### config.mk
export PLATFORM = sky130hd
export DESIGN_NAME = smbus_state_status_reporter
export DESIGN_NICKNAME = d
export VERILOG_FILES = /design/src/include/smbus_status_pkg.sv /design/src/include/event_if.sv /design/src/core/state_encoder.sv /design/src/core/smbus_state_status_reporter.sv
export VERILOG_INCLUDE_DIRS = /design/src /design/src/include
export SDC_FILE = /design/constraint.sdc
export NUM_CORES = 1
export LEC_CHECK = 0
export BUFFER_PORTS_ARGS = -buffer_cell sky130_fd_sc_hd__buf_2
export CORE_MARGIN = 4
export CORE_UTILIZATION = 49
export CTS_BUF_LIST = sky130_fd_sc_hd__clkbuf_4
export CTS_CLUSTER_DIAMETER = 30
export CTS_CLUSTER_SIZE = 14
export DETAILED_ROUTE_END_ITERATION = 10
export PLACE_DENSITY = 0.83
export SLEW_MARGIN = 5
export SYNTH_ARGS = -nofsm -noshare
export SYNTH_HDL_FRONTEND = slang
export SYNTH_SLANG_ARGS = --single-unit
### constraint.sdc
create_clock -name i_ref_clk -period 1.89 [get_ports i_ref_clk]
set_input_delay 0.2835 -clock i_ref_clk [delete_from_list [all_inputs] [get_ports i_ref_clk]]
set_output_delay 0.2835 -clock i_ref_clk [all_outputs]
set_load 0.05 [all_outputs]
### src/include/smbus_status_defs.svh
`ifndef SMBUS_STATUS_DEFS_SVH
`define SMBUS_STATUS_DEFS_SVH
`define BSC_OFFSET 8'hc1
`define BSC_RESET 8'hf8
`define ST_BUS_ERR 8'h00
`define ST_START 8'h08
`define ST_RSTART 8'h10
`define ST_MT_SLA_ACK 8'h18
`define ST_MT_SLA_NACK 8'h20
`define ST_MT_DAT_ACK 8'h28
`define ST_MT_DAT_NACK 8'h30
`define ST_MT_ARB_LOST 8'h38
`define ST_MR_SLA_ACK 8'h40
`define ST_MR_SLA_NACK 8'h48
`define ST_MR_DAT_ACK 8'h50
`define ST_MR_DAT_NACK 8'h58
`define ST_SR_OWN 8'h60
`define ST_SR_ARB_OWN 8'h68
`define ST_SR_GC 8'h70
`define ST_SR_ARB_GC 8'h78
`define ST_SR_OWN_DAT_ACK 8'h80
`define ST_SR_OWN_DAT_NACK 8'h88
`define ST_SR_GC_DAT_ACK 8'h90
`define ST_SR_GC_DAT_NACK 8'h98
`define ST_SR_STOP 8'ha0
`define ST_ST_OWN 8'ha8
`define ST_ST_ARB_OWN 8'hb0
`define ST_ST_DAT_ACK 8'hb8
`define ST_ST_DAT_NACK 8'hc0
`define ST_ST_LAST_ACK 8'hc8
`define ST_TIMEOUT 8'hd0
`define ST_IDLE 8'hf8
`define GC_ADDR 7'h00
`define LOW3_ZERO 3'h0
`endif

### src/include/smbus_status_pkg.sv
package smbus_status_pkg;
  typedef enum logic [3:0] {
    EV_NONE = 4'b0000,
    EV_BUS_ERR = 4'b0001,
    EV_START = 4'b0010,
    EV_RSTART = 4'b0011,
    EV_ADDR_DONE = 4'b0100,
    EV_DATA_DONE = 4'b0101,
    EV_ARB_LOST = 4'b0110,
    EV_STOP = 4'b0111,
    EV_TIMEOUT = 4'b1000,
    EV_IDLE = 4'b1001
  } bus_event_t;
  typedef enum logic [2:0] {
    MD_IDLE = 3'b000,
    MD_MT = 3'b001,
    MD_MR = 3'b010,
    MD_SR_OWN = 3'b011,
    MD_SR_GC = 3'b100,
    MD_ST = 3'b101
  } mode_t;
endpackage

### src/include/event_if.sv
`timescale 1ns/100ps
interface event_if;
  import smbus_status_pkg::*;
  logic valid;
  bus_event_t ev;
  logic rw_bit;
  logic acked;
  logic [6:0] addr;
  logic ack_en;
  logic [7:0] code;
  modport src (output valid, ev, rw_bit, acked, addr, ack_en, input code);
  modport enc (input valid, ev, rw_bit, acked, addr, ack_en, output code);
endinterface

### src/core/state_encoder.sv
`timescale 1ns/100ps
`include "smbus_status_defs.svh"
module state_encoder
  import smbus_status_pkg::*;
(
  // Clock and reset
  input wire logic i_ref_clk,
  input wire logic i_nrst,
  // Addressing config
  input wire logic [6:0] i_own_addr,
  input wire logic i_gc_en,
  input wire logic i_master,
  // Events
  event_if.enc ev_port
);
  mode_t mode_r, mode_nxt;
  logic arb_r, arb_nxt;
  wire own_hit = ev_port.addr == i_own_addr;
  wire gc_hit = i_gc_en && ev_port.addr == `GC_ADDR;
  wire slave_mode = mode_r == MD_SR_OWN || mode_r == MD_SR_GC || mode_r == MD_ST;
  logic [7:0] code_c;

  always_comb begin
    code_c = `ST_IDLE;
    mode_nxt = mode_r;
    arb_nxt = arb_r;
    case (ev_port.ev)
      EV_BUS_ERR: begin
        code_c = `ST_BUS_ERR;
        mode_nxt = MD_IDLE;
      end
      EV_START: begin
        code_c = `ST_START;
        arb_nxt = 1'b0;
      end
      EV_RSTART: begin
        code_c = slave_mode ? `ST_SR_STOP : `ST_RSTART;
        if (slave_mode) mode_nxt = MD_IDLE;
      end
      EV_ARB_LOST: begin
        code_c = `ST_MT_ARB_LOST;
        arb_nxt = 1'b1;
        mode_nxt = MD_IDLE;
      end
      EV_ADDR_DONE: begin
        if (i_master && !arb_r) begin
          if (!ev_port.rw_bit) begin
            code_c = ev_port.acked ? `ST_MT_SLA_ACK : `ST_MT_SLA_NACK;
            mode_nxt = MD_MT;
          end else begin
            code_c = ev_port.acked ? `ST_MR_SLA_ACK : `ST_MR_SLA_NACK;
            mode_nxt = MD_MR;
          end
        end else if (gc_hit && !ev_port.rw_bit) begin
          code_c = arb_r ? `ST_SR_ARB_GC : `ST_SR_GC;
          mode_nxt = MD_SR_GC;
        end else if (own_hit && !ev_port.rw_bit) begin
          code_c = arb_r ? `ST_SR_ARB_OWN : `ST_SR_OWN;
          mode_nxt = MD_SR_OWN;
        end else if (own_hit) begin
          code_c = arb_r ? `ST_ST_ARB_OWN : `ST_ST_OWN;
          mode_nxt = MD_ST;
        end
        arb_nxt = 1'b0;
      end
      EV_DATA_DONE: begin
        case (mode_r)
          MD_MT: code_c = ev_port.acked ? `ST_MT_DAT_ACK : `ST_MT_DAT_NACK;
          MD_MR: code_c = ev_port.acked ? `ST_MR_DAT_ACK : `ST_MR_DAT_NACK;
          MD_SR_OWN: code_c = ev_port.acked ? `ST_SR_OWN_DAT_ACK : `ST_SR_OWN_DAT_NACK;
          MD_SR_GC: code_c = ev_port.acked ? `ST_SR_GC_DAT_ACK : `ST_SR_GC_DAT_NACK;
          MD_ST: begin
            if (!ev_port.ack_en && ev_port.acked) code_c = `ST_ST_LAST_ACK;
            else code_c = ev_port.acked ? `ST_ST_DAT_ACK : `ST_ST_DAT_NACK;
          end
          default: code_c = `ST_IDLE;
        endcase
      end
      EV_STOP: begin
        code_c = slave_mode ? `ST_SR_STOP : `ST_IDLE;
        mode_nxt = MD_IDLE;
      end
      EV_TIMEOUT: begin
        code_c = `ST_TIMEOUT;
        mode_nxt = MD_IDLE;
      end
      default: code_c = `ST_IDLE;
    endcase
  end

  assign ev_port.code = code_c;

  always_ff @(posedge i_ref_clk or negedge i_nrst) begin
    if (!i_nrst) begin
      mode_r <= MD_IDLE;
      arb_r <= 1'b0;
    end else if (ev_port.valid) begin
      mode_r <= mode_nxt;
      arb_r <= arb_nxt;
    end
  end
endmodule // state_encoder

### src/core/smbus_state_status_reporter.sv
`timescale 1ns/100ps
`include "smbus_status_defs.svh"
// How it works
// - Eight-bit read-only code, one per state
// - Low three bits zero while flag set
// - Bus error gives 00, idle gives F8
// - Start 08, repeated start 10
// - Master write address: 18 ack, 20 nack
// - Master data sent: 28 ack, 30 nack
// - Master read address: 40 ack, 48 nack
// - Master data received: 50 ack, 58 nack
// - Arbitration lost 38; addressed 68/78/B0
// - Own address write acked gives 60
// - General call acked gives 70
// - Own-address data: 80 ack, 88 nack
// - General-call data: 90 ack, 98 nack
// - Stop or restart while slave gives A0
// - Own address read acked gives A8
// - Slave sent byte: B8, C0, last C8
// - Enabled clock-high timeout gives D0
// - Reset value is idle code F8
// - General call only when enable set
module smbus_state_status_reporter
  import smbus_status_pkg::*;
#(
  parameter logic [7:0] REG_ADDR = `BSC_OFFSET
) (
  // Clock and reset
  input wire logic i_ref_clk,
  input wire logic i_nrst,
  // Register port
  input wire logic [7:0] i_reg_addr,
  input wire logic i_reg_rd,
  output logic [7:0] o_reg_rdata,
  // Controller events
  input wire logic i_ev_valid,
  input wire bus_event_t i_ev,
  input wire logic i_rw_bit,
  input wire logic i_acked,
  input wire logic [6:0] i_addr,
  input wire logic i_master,
  // Configuration
  input wire logic [7:0] i_own_slave_address,
  input wire logic i_acknowledge_enable,
  input wire logic i_clock_high_timeout_enable,
  input wire logic i_si_clear,
  // Status
  output logic o_si,
  output logic [7:0] o_bus_state_code
);
  event_if evb ();
  logic [7:0] code_r;
  logic si_r;

  wire timeout_blocked = i_ev == EV_TIMEOUT && !i_clock_high_timeout_enable;
  wire ev_take = i_ev_valid && !timeout_blocked;
  wire hold = si_r && !i_si_clear;
  wire ev_load = ev_take && !hold;
  wire rd_hit = i_reg_rd && i_reg_addr == REG_ADDR;

  assign evb.valid = ev_load;
  assign evb.ev = i_ev;
  assign evb.rw_bit = i_rw_bit;
  assign evb.acked = i_acked;
  assign evb.addr = i_addr;
  assign evb.ack_en = i_acknowledge_enable;

  state_encoder u_enc (
    .i_ref_clk(i_ref_clk),
    .i_nrst(i_nrst),
    .i_own_addr(i_own_slave_address[7:1]),
    .i_gc_en(i_own_slave_address[0]),
    .i_master(i_master),
    .ev_port(evb)
  );

  // Code register, read-only to software
  always_ff @(posedge i_ref_clk or negedge i_nrst) begin
    if (!i_nrst) begin
      code_r <= `BSC_RESET;
    end else if (ev_load) begin
      code_r <= {evb.code[7:3], `LOW3_ZERO};
    end
  end

  // Set wins over clear
  always_ff @(posedge i_ref_clk or negedge i_nrst) begin
    if (!i_nrst) begin
      si_r <= 1'b0;
    end else if (ev_load) begin
      si_r <= 1'b1;
    end else if (i_si_clear) begin
      si_r <= 1'b0;
    end
  end

  assign o_si = si_r;
  assign o_bus_state_code = code_r;
  assign o_reg_rdata = rd_hit ? code_r : 8'h00;

  // Checker helpers, read only by the properties below
  wire addr_ev = ev_load && i_ev == EV_ADDR_DONE;
  wire data_ev = ev_load && i_ev == EV_DATA_DONE;
  wire own_match = i_addr == i_own_slave_address[7:1];

  // Code families; each one pins down the mode for a data byte
  function automatic logic mt_code(input logic [7:0] c);
    return c == `ST_MT_SLA_ACK || c == `ST_MT_SLA_NACK || c == `ST_MT_DAT_ACK ||
      c == `ST_MT_DAT_NACK;
  endfunction

  function automatic logic mr_code(input logic [7:0] c);
    return c == `ST_MR_SLA_ACK || c == `ST_MR_SLA_NACK || c == `ST_MR_DAT_ACK ||
      c == `ST_MR_DAT_NACK;
  endfunction

  function automatic logic own_rx_code(input logic [7:0] c);
    return c == `ST_SR_OWN || c == `ST_SR_ARB_OWN || c == `ST_SR_OWN_DAT_ACK ||
      c == `ST_SR_OWN_DAT_NACK;
  endfunction

  function automatic logic gc_rx_code(input logic [7:0] c);
    return c == `ST_SR_GC || c == `ST_SR_ARB_GC || c == `ST_SR_GC_DAT_ACK ||
      c == `ST_SR_GC_DAT_NACK;
  endfunction

  function automatic logic st_code(input logic [7:0] c);
    return c == `ST_ST_OWN || c == `ST_ST_ARB_OWN || c == `ST_ST_DAT_ACK ||
      c == `ST_ST_DAT_NACK || c == `ST_ST_LAST_ACK;
  endfunction

  // All 28 legal codes
  function automatic logic state_code(input logic [7:0] c);
    return mt_code(c) || mr_code(c) || own_rx_code(c) || gc_rx_code(c) || st_code(c) ||
      c == `ST_BUS_ERR || c == `ST_START || c == `ST_RSTART || c == `ST_MT_ARB_LOST ||
      c == `ST_SR_STOP || c == `ST_TIMEOUT || c == `ST_IDLE;
  endfunction

  property p_low_zero;
    @(posedge i_ref_clk) disable iff (!i_nrst) si_r |-> code_r[2:0] == `LOW3_ZERO;
  endproperty
  a_low_zero: assert property (p_low_zero) else $error("low bits not zero");
  property p_hold_code;
    @(posedge i_ref_clk) disable iff (!i_nrst) si_r && !i_si_clear |=> $stable(code_r);
  endproperty
  a_hold_code: assert property (p_hold_code) else $error("code changed while flag set");
  property p_legal_code;
    @(posedge i_ref_clk) disable iff (!i_nrst) si_r |-> state_code(code_r);
  endproperty
  a_legal_code: assert property (p_legal_code) else $error("code not a legal state");
  property p_reset_idle;
    @(posedge i_ref_clk) !i_nrst ##1 !i_nrst |-> code_r == `BSC_RESET && !si_r;
  endproperty
  a_reset_idle: assert property (p_reset_idle) else $error("reset code not idle");
  property p_set_flag;
    @(posedge i_ref_clk) disable iff (!i_nrst) ev_load |=> si_r && code_r == $past(evb.code);
  endproperty
  a_set_flag: assert property (p_set_flag) else $error("flag or code not loaded");
  property p_bus_err;
    @(posedge i_ref_clk) disable iff (!i_nrst)
      ev_load && i_ev == EV_BUS_ERR |=> code_r == `ST_BUS_ERR;
  endproperty
  a_bus_err: assert property (p_bus_err) else $error("bus error code wrong");
  property p_start;
    @(posedge i_ref_clk) disable iff (!i_nrst)
      ev_load && i_ev == EV_START |=> code_r == `ST_START;
  endproperty
  a_start: assert property (p_start) else $error("start code wrong");
  property p_timeout_off;
    @(posedge i_ref_clk) disable iff (!i_nrst)
      i_ev_valid && i_ev == EV_TIMEOUT && !i_clock_high_timeout_enable && !si_r
      |=> !si_r;
  endproperty
  a_timeout_off: assert property (p_timeout_off) else $error("timeout taken while off");
  property p_timeout;
    @(posedge i_ref_clk) disable iff (!i_nrst)
      ev_load && i_ev == EV_TIMEOUT |=> code_r == `ST_TIMEOUT;
  endproperty
  a_timeout: assert property (p_timeout) else $error("timeout code wrong");
  property p_gc_off;
    @(posedge i_ref_clk) disable iff (!i_nrst)
      ev_load && i_ev == EV_ADDR_DONE && !i_own_slave_address[0] |=>
      code_r != `ST_SR_GC && code_r != `ST_SR_ARB_GC;
  endproperty
  a_gc_off: assert property (p_gc_off) else $error("general call while disabled");
  property p_read;
    @(posedge i_ref_clk) disable iff (!i_nrst) rd_hit |-> o_reg_rdata == code_r;
  endproperty
  a_read: assert property (p_read) else $error("read data wrong");
  property p_arb_lost;
    @(posedge i_ref_clk) disable iff (!i_nrst)
      ev_load && i_ev == EV_ARB_LOST |=> code_r == `ST_MT_ARB_LOST;
  endproperty
  a_arb_lost: assert property (p_arb_lost) else $error("arbitration code wrong");
  property p_rstart;
    @(posedge i_ref_clk) disable iff (!i_nrst)
      ev_load && i_ev == EV_RSTART |=> code_r == `ST_RSTART || code_r == `ST_SR_STOP;
  endproperty
  a_rstart: assert property (p_rstart) else $error("restart code wrong");
  property p_stop;
    @(posedge i_ref_clk) disable iff (!i_nrst)
      ev_load && i_ev == EV_STOP |=> code_r == `ST_SR_STOP || code_r == `ST_IDLE;
  endproperty
  a_stop: assert property (p_stop) else $error("stop code wrong");
  property p_idle;
    @(posedge i_ref_clk) disable iff (!i_nrst)
      ev_load && i_ev == EV_IDLE |=> code_r == `ST_IDLE;
  endproperty
  a_idle: assert property (p_idle) else $error("idle code wrong");
  property p_mt_addr;
    @(posedge i_ref_clk) disable iff (!i_nrst)
      addr_ev && i_master && !i_rw_bit && code_r != `ST_MT_ARB_LOST |=>
      code_r == ($past(i_acked) ? `ST_MT_SLA_ACK : `ST_MT_SLA_NACK);
  endproperty
  a_mt_addr: assert property (p_mt_addr) else $error("master write address code wrong");
  property p_mr_addr;
    @(posedge i_ref_clk) disable iff (!i_nrst)
      addr_ev && i_master && i_rw_bit && code_r != `ST_MT_ARB_LOST |=>
      code_r == ($past(i_acked) ? `ST_MR_SLA_ACK : `ST_MR_SLA_NACK);
  endproperty
  a_mr_addr: assert property (p_mr_addr) else $error("master read address code wrong");
  property p_gc_addr;
    @(posedge i_ref_clk) disable iff (!i_nrst)
      addr_ev && !i_master && i_own_slave_address[0] && i_addr == `GC_ADDR && !i_rw_bit
      |=> code_r == `ST_SR_GC || code_r == `ST_SR_ARB_GC;
  endproperty
  a_gc_addr: assert property (p_gc_addr) else $error("general call code wrong");
  property p_own_write;
    @(posedge i_ref_clk) disable iff (!i_nrst)
      addr_ev && !i_master && own_match && i_addr != `GC_ADDR && !i_rw_bit
      |=> code_r == `ST_SR_OWN || code_r == `ST_SR_ARB_OWN;
  endproperty
  a_own_write: assert property (p_own_write) else $error("own write code wrong");
  property p_own_read;
    @(posedge i_ref_clk) disable iff (!i_nrst)
      addr_ev && !i_master && own_match && i_rw_bit
      |=> code_r == `ST_ST_OWN || code_r == `ST_ST_ARB_OWN;
  endproperty
  a_own_read: assert property (p_own_read) else $error("own read code wrong");
  property p_mt_data;
    @(posedge i_ref_clk) disable iff (!i_nrst)
      data_ev && mt_code(code_r) |=>
      code_r == ($past(i_acked) ? `ST_MT_DAT_ACK : `ST_MT_DAT_NACK);
  endproperty
  a_mt_data: assert property (p_mt_data) else $error("master sent data code wrong");
  property p_mr_data;
    @(posedge i_ref_clk) disable iff (!i_nrst)
      data_ev && mr_code(code_r) |=>
      code_r == ($past(i_acked) ? `ST_MR_DAT_ACK : `ST_MR_DAT_NACK);
  endproperty
  a_mr_data: assert property (p_mr_data) else $error("master received data code wrong");
  property p_own_data;
    @(posedge i_ref_clk) disable iff (!i_nrst)
      data_ev && own_rx_code(code_r) |=>
      code_r == ($past(i_acked) ? `ST_SR_OWN_DAT_ACK : `ST_SR_OWN_DAT_NACK);
  endproperty
  a_own_data: assert property (p_own_data) else $error("own data code wrong");
  property p_gc_data;
    @(posedge i_ref_clk) disable iff (!i_nrst)
      data_ev && gc_rx_code(code_r) |=>
      code_r == ($past(i_acked) ? `ST_SR_GC_DAT_ACK : `ST_SR_GC_DAT_NACK);
  endproperty
  a_gc_data: assert property (p_gc_data) else $error("general call data code wrong");
  property p_st_data;
    @(posedge i_ref_clk) disable iff (!i_nrst)
      data_ev && st_code(code_r) && (i_acknowledge_enable || !i_acked) |=>
      code_r == ($past(i_acked) ? `ST_ST_DAT_ACK : `ST_ST_DAT_NACK);
  endproperty
  a_st_data: assert property (p_st_data) else $error("slave sent data code wrong");
  property p_st_last;
    @(posedge i_ref_clk) disable iff (!i_nrst)
      data_ev && st_code(code_r) && !i_acknowledge_enable && i_acked |=>
      code_r == `ST_ST_LAST_ACK;
  endproperty
  a_st_last: assert property (p_st_last) else $error("last byte code wrong");

  c_start: cover property (@(posedge i_ref_clk) ev_load && i_ev == EV_START);
  c_clear: cover property (@(posedge i_ref_clk) si_r ##1 !si_r);
  c_slave: cover property (@(posedge i_ref_clk) code_r == `ST_SR_OWN);
  c_set_wins: cover property (@(posedge i_ref_clk) ev_load && si_r && i_si_clear);
  c_arb_own: cover property (@(posedge i_ref_clk) code_r == `ST_SR_ARB_OWN);
endmodule // smbus_state_status_reporter

Yosys cells after proc, flatten, opt, wreduce, memory -nomap -nowiden
Index checks and enable logic that the tools add are counted.
{"block": "totals", "ff_bits": 10, "inputBits": 37, "memories": 0, "output_inout_bits": 17, "mem_bits_ro": 0, "mem_bits_rw": 0, "latch_bits": 0, "elab_cells": 79}
{"block": "classes", "n_reduce_logical": 27, "div": 0, "bitwise": 0, "mux": 31, "order_cmp": 0, "n_shift": 0, "multipliers": 0, "addsub": 0, "n_eq_ne": 17}
{"cell": "two-way mux 8 bit", "count": 8}
{"cell": "case mux 8 bit (8 select lines)", "count": 1}
{"cell": "case mux 8 bit (5 select lines)", "count": 1}
{"cell": "two-way mux 4 bit", "count": 6}
{"cell": "== test 4 x 3 -> 1 bit, second input constant", "count": 4}
{"cell": "two-way mux 3 bit", "count": 5}
{"cell": "two-way mux 7 bit", "count": 2}
{"cell": "logical AND 1 bit", "count": 10}
{"cell": "two-way mux 5 bit", "count": 2}
{"cell": "case mux 3 bit (3 select lines)", "count": 1}
{"cell": "== test 4 x 2 -> 1 bit, second input constant", "count": 2}
{"cell": "== test 8 bit, second input constant", "count": 1}
{"cell": "== test 7 bit", "count": 1}
{"cell": "logical NOT 1 bit", "count": 7}
{"cell": "logical NOT 7 bit", "count": 1}
{"cell": "== test 3 x 2 -> 1 bit, second input constant", "count": 2}
{"cell": "== test 3 bit, second input constant", "count": 2}
{"cell": "two-way mux 6 bit", "count": 1}
{"cell": "!= test 5 x 1 -> 1 bit, second input constant", "count": 1}
{"cell": "== test 4 x 1 -> 1 bit, second input constant", "count": 1}
{"cell": "== test 4 bit, second input constant", "count": 1}
{"cell": "AND reduction 4 bit", "count": 1}
{"cell": "nonzero test 2 bit", "count": 2}
{"cell": "OR reduction 4 bit", "count": 1}
{"cell": "other kinds (9)", "count": 11}

Depth between registers and ports, before layout
{"block": "depth", "word_depth": 6, "mapped_depth": 8, "ltp_nobuf": 7}

Modules after synthesis
Synthesis repeated with hierarchy kept, for this count alone.
{"block": "hier_totals", "hier_cells": 156, "hier_area_um2": 1310.0}
{"module": "state_encoder", "instances": 1, "seq_area_each_um2": 100.1, "cells_per_inst": 124, "area_each_um2": 930.9}
{"module": "smbus_state_status_reporter", "instances": 1, "seq_area_each_um2": 156.4, "cells_per_inst": 32, "area_each_um2": 379.1}

Worst setup path after synthesis
Ideal clock, no wire load.
{"block": "synth_timing", "path_type": "input port to output port", "startpoint": "input i_reg_addr[2]", "endpoint": "output o_reg_rdata[3]", "t_arrival_ns": 1.538, "cell_stages": 4, "n_path_buf": 0, "t_required_ns": 1.607, "slack_ns": 0.068, "cell_sequence": "nor4b_1 nand3_1 nor4b_1 and2_1"}
{"block": "synth_between", "elab_chain_cells": 3}
{"item": "start, declared", "line": "smbus_state_status_reporter.sv:32", "source": "input wire logic [7:0] i_reg_addr,"}
{"item": "== test 8 bit", "line": "smbus_state_status_reporter.sv:59", "source": "wire rd_hit = i_reg_rd && i_reg_addr == REG_ADDR;"}
{"item": "logical AND 1 bit", "line": "smbus_state_status_reporter.sv:59"}
{"item": "two-way mux 8 bit", "line": "smbus_state_status_reporter.sv:99", "source": "assign o_reg_rdata = rd_hit ? code_r : 8'h00;"}
{"item": "end, declared", "line": "smbus_state_status_reporter.sv:34", "source": "output logic [7:0] o_reg_rdata,"}
Every way passes these cells.

Worst setup path in the final report
{"block": "layout_timing", "startpoint": "input i_reg_addr[2]", "endpoint": "output o_reg_rdata[5]"}
The elaborated chain is that of the path after synthesis.

==> key figures <==
Outcome
  • Status: finished clean

Die
  • Die X: 57.7 µm
  • Core ar.: roughly 2300 µm²
  • I/O pins: between 50 and 60
  • Die H: between 50 and 60 µm
  • Full die area: 3330 µm²
  • Row Count: 17
  • Initial core utilization: 0.531

Timing
  • RSZ-0062 raised after global routing: false
  • Max Fclk: ~0.57 GHz
  • Setup-failing EPs final: 0
  • Final Cycle Share: 0.927
  • Hold violation count in the final report: 0
  • Setup Skew: between 0.009 and 0.01 ns
  • Setup_tns: 0 ns
  • Post-layout min period: approximately 1.8 ns
  • Slew Viols, Final: 0
  • Setup ws final: between 0.1 and 0.15 ns

Synth
  • Area contributors post-synth: dfstp_2 (11%), dfrtp_1 (10%), xor2_1 (5.8%)
  • Synth async-reset ratio: 1.00
  • Post-synthesis sequential area ratio: 0.212
  • Avg Cell Area, Syn: between 8 and 9 µm²
  • Synth unique cells: around 50
  • Warnings from Yosys: 0
  • Synth Area in Simple Gates: 0.308
  • Synth Area in Adders: 0.0207
  • Number of flops mapped to enable cells by yosys: 0
  • Largest family of logic cells by synthesized area: simple AND/OR/NAND/NOR gates
  • Yosys top cell area share: 0.109
  • Syn Std Cell Area: between 1000 and 1500 µm²
  • Synth area leader: dfstp_2
  • Cell with the most instances after synthesis: nor2_1
  • Synth Flop Type: dfstp_2
  • Syn Inst Count: around 150
  • Post-synthesis mux area share: 0.0455
  • Synth top cells by count: nor2_1 (13), a21oi_1 (10), nand2_1 (8), o21ai_0 (8), xor2_1 (8)
  • Post-Synth XOR/XNOR Area: 0.0652
  • Compound-gate portion of the synthesized area: 0.256
  • Flops & latches, synth: 10

CTS
  • Total CTS buffers: 3
  • Clk buf depth: 2
  • H-tree levels: 1
  • Post-CTS setup buffer count: 0
  • CTS root buf: clkbuf_4
  • CTS tree: built
  • Clk_lat worst skew: 0.26 ns
  • CTS sink cnt: 10
  • Clock transition at the registers of the reported paths: 0.07 ns

Layout
  • ANT cells: 0
  • Design area: 1530 µm²
  • Share of layout cells above drive strength 1: 0.392
  • Synth-to-Final Area Change: 26.9%
  • Fin nets: approximately 240

Critical path
  • Critical-path top delay cell: nor4b_2
  • Kind of capture point of the worst setup path: output pin
  • R2R cell count: 5
  • Worst path max stage delay: about 0.25 ns
  • CP Launch Point: i_reg_addr[2]
  • CP required: ~1.6 ns
  • Worst R2R End: u_enc.mode_r[2]
  • Worst Setup EP: o_reg_rdata[5]
  • Largest fanout on the critical path: 5
  • Arr. time, crit path: ~1.5 ns
  • Origin of the critical flop-to-flop path: u_enc.mode_r[1]
  • Crit-path cells: buf_2 > nor4b_2 > nand3_1 > nor4b_2 > buf_4 > and2_1 > clkbuf_4
  • Flop-to-flop setup slack: between 0.2 and 0.3 ns
  • WS Path Type: in2out
  • Most frequent CP cell: nor4b_2
  • Critical Path Source Type: input pin

Place
  • Worst slack, placed: 0.00976 ns
  • Placement Cell Area: 1470 µm²
  • Final HPWL DP: approximately 2.6 mm
  • Port-buffer cells: between 40 and 50
  • RePlAce Congestion: 0.914

Route
  • DRC Markers: 0
  • Vias per std cell: 5.54
  • Met2 wire length: 1.55 mm
  • Met3 Wirelength: 331 µm
  • Final wirelength: roughly 3.1 mm
  • Highest Signal Layer: met4
  • Post-Route M1 WL: around 1.3 mm
  • Routed len/inst: between 10 and 15 µm
  • Post-route ant nets: 0
  • DR vias: 1,258
  • First-pass detailed-route iteration total: 4
  • Iter 0 DRT Violations: 36

Power and ir drop
  • Pwr Total: roughly 0.77 mW
  • P_leak: between 0.7 and 0.8 nW
  • PD cells: just over 500 nW/µm²
  • Peak VDD IR: 0.391 mV

Global routing
  • Global-route wire length before repair: approximately 5 mm
  • Pin count of the biggest net entering global routing: 16
  • Tot GR Track Use: 0.187
  • Overflow after GRT: 0
  • Initial antenna violation count: 0
  • Vias in the first global route: 1,179

Job
  • MaxCap Viol Count: 0

Worst hold path
  • Worst min-delay path class: in2reg
## logic make-up after synthesis
family	count (synthesis)
AND/OR/NAND/NOR	59
buffers and inverters	20
other	1
flip-flops	10
multiplexers	4
XOR/XNOR	9
adder cells (fa/ha/maj)	2
AO/OA/AOI/OAI	44
## cell usage in the layout (no fill, tap or decap), types with 2 or more instances in the layout
cell type	count
mux2_4	3
nand3_1	2
ha_1	2
nor3_1	3
a211oi_1	2
a31oi_1	7
buf_4	9
and3_1	2
dfstp_2	5
o32a_1	2
xor2_1	8
buf_2	42
inv_1	5
conb_1	6
o21ai_0	8
and2_1	5
o31ai_1	4
clkbuf_4	8
a311oi_1	2
a21oi_1	10
nor4b_2	2
nand2b_1	4
dfrtp_1	5
nor4_1	2
nand2_1	8
nor2_1	13
nor2b_1	4
nand3b_1	3
## per-layer routing
| layer | GRT usage | vias up |
|---|---|---|
| met3 | 0.0312 | 2 |
| met1 | 0.216 | 556 |
| li1 | - | 638 |
| met4 | 0.0530 | 0 |
| met5 | 0 | - |
| met2 | 0.350 | 62 |
## final cells by class
| cell class | instances | area (µm²) |
|---|---|---|
| Fill cell | 195 | 742 |
| Timing Repair Buffer | 56 | 318 |
| Multi-Input combinational cell | 124 | 876 |
| Tap cell | 28 | 35.0 |
| Sequential cell | 10 | 256 |
| Clock buffer | 4 | 30.0 |
| Inverter | 5 | 18.8 |
## critical path, delay by kind of cell
kind	cells	cell delay [ns]
AND/OR/NAND/NOR	4	0.71
buffers and inverters	3	0.48
## power breakdown
part	internal, mW	leakage [nW]	switching, mW	total, mW
clock	0.0955	0.0184	0.0664	0.162
sequential	0.250	0.118	0.0213	0.271
combinational	0.121	0.564	0.220	0.340
total	0.466	0.700	0.307	0.774
## worst min-delay path by stage
stage	from	endpoint	slack, ns	depth (start not counted)
3_3_place_gp	i_nrst	u_enc.mode_r[0]	0.15	1
2_1_floorplan	i_nrst	o_si	-0.01	0
5_1_grt	i_clock_high_timeout_enable	o_si	0.27	3
3_5_place_dp	i_nrst	u_enc.mode_r[0]	0.15	1
6_report	i_clock_high_timeout_enable	o_si	0.28	3
4_1_cts	i_clock_high_timeout_enable	o_si	0.27	3
## repair_timing
action	in CTS	in global routing
gates cloned	0	0
endpoints found under the setup margin	1	5
gates resized for setup	1	6
hold buffers	1	0
hold endpoints to repair	5	0
## state kept, by name (all words and copies together) (netlist names)
signal,count
u_enc.arb_r,1
u_enc.mode_r,3
o_si,1
o_bus_state_code,5
## stage by stage
step / utilization / std cells / hold WS (ns)
2_1_floorplan: - / 154 / -0.0121
5_1_grt: 0.674 / 227 / 0.274
3_5_place_dp: 0.645 / 222 / 0.151
4_1_cts: 0.664 / 227 / 0.271
3_3_place_gp: 0.645 / 222 / 0.146
6_report: 0.674 / 227 / 0.275
Power figures use the tool's default switching activity.
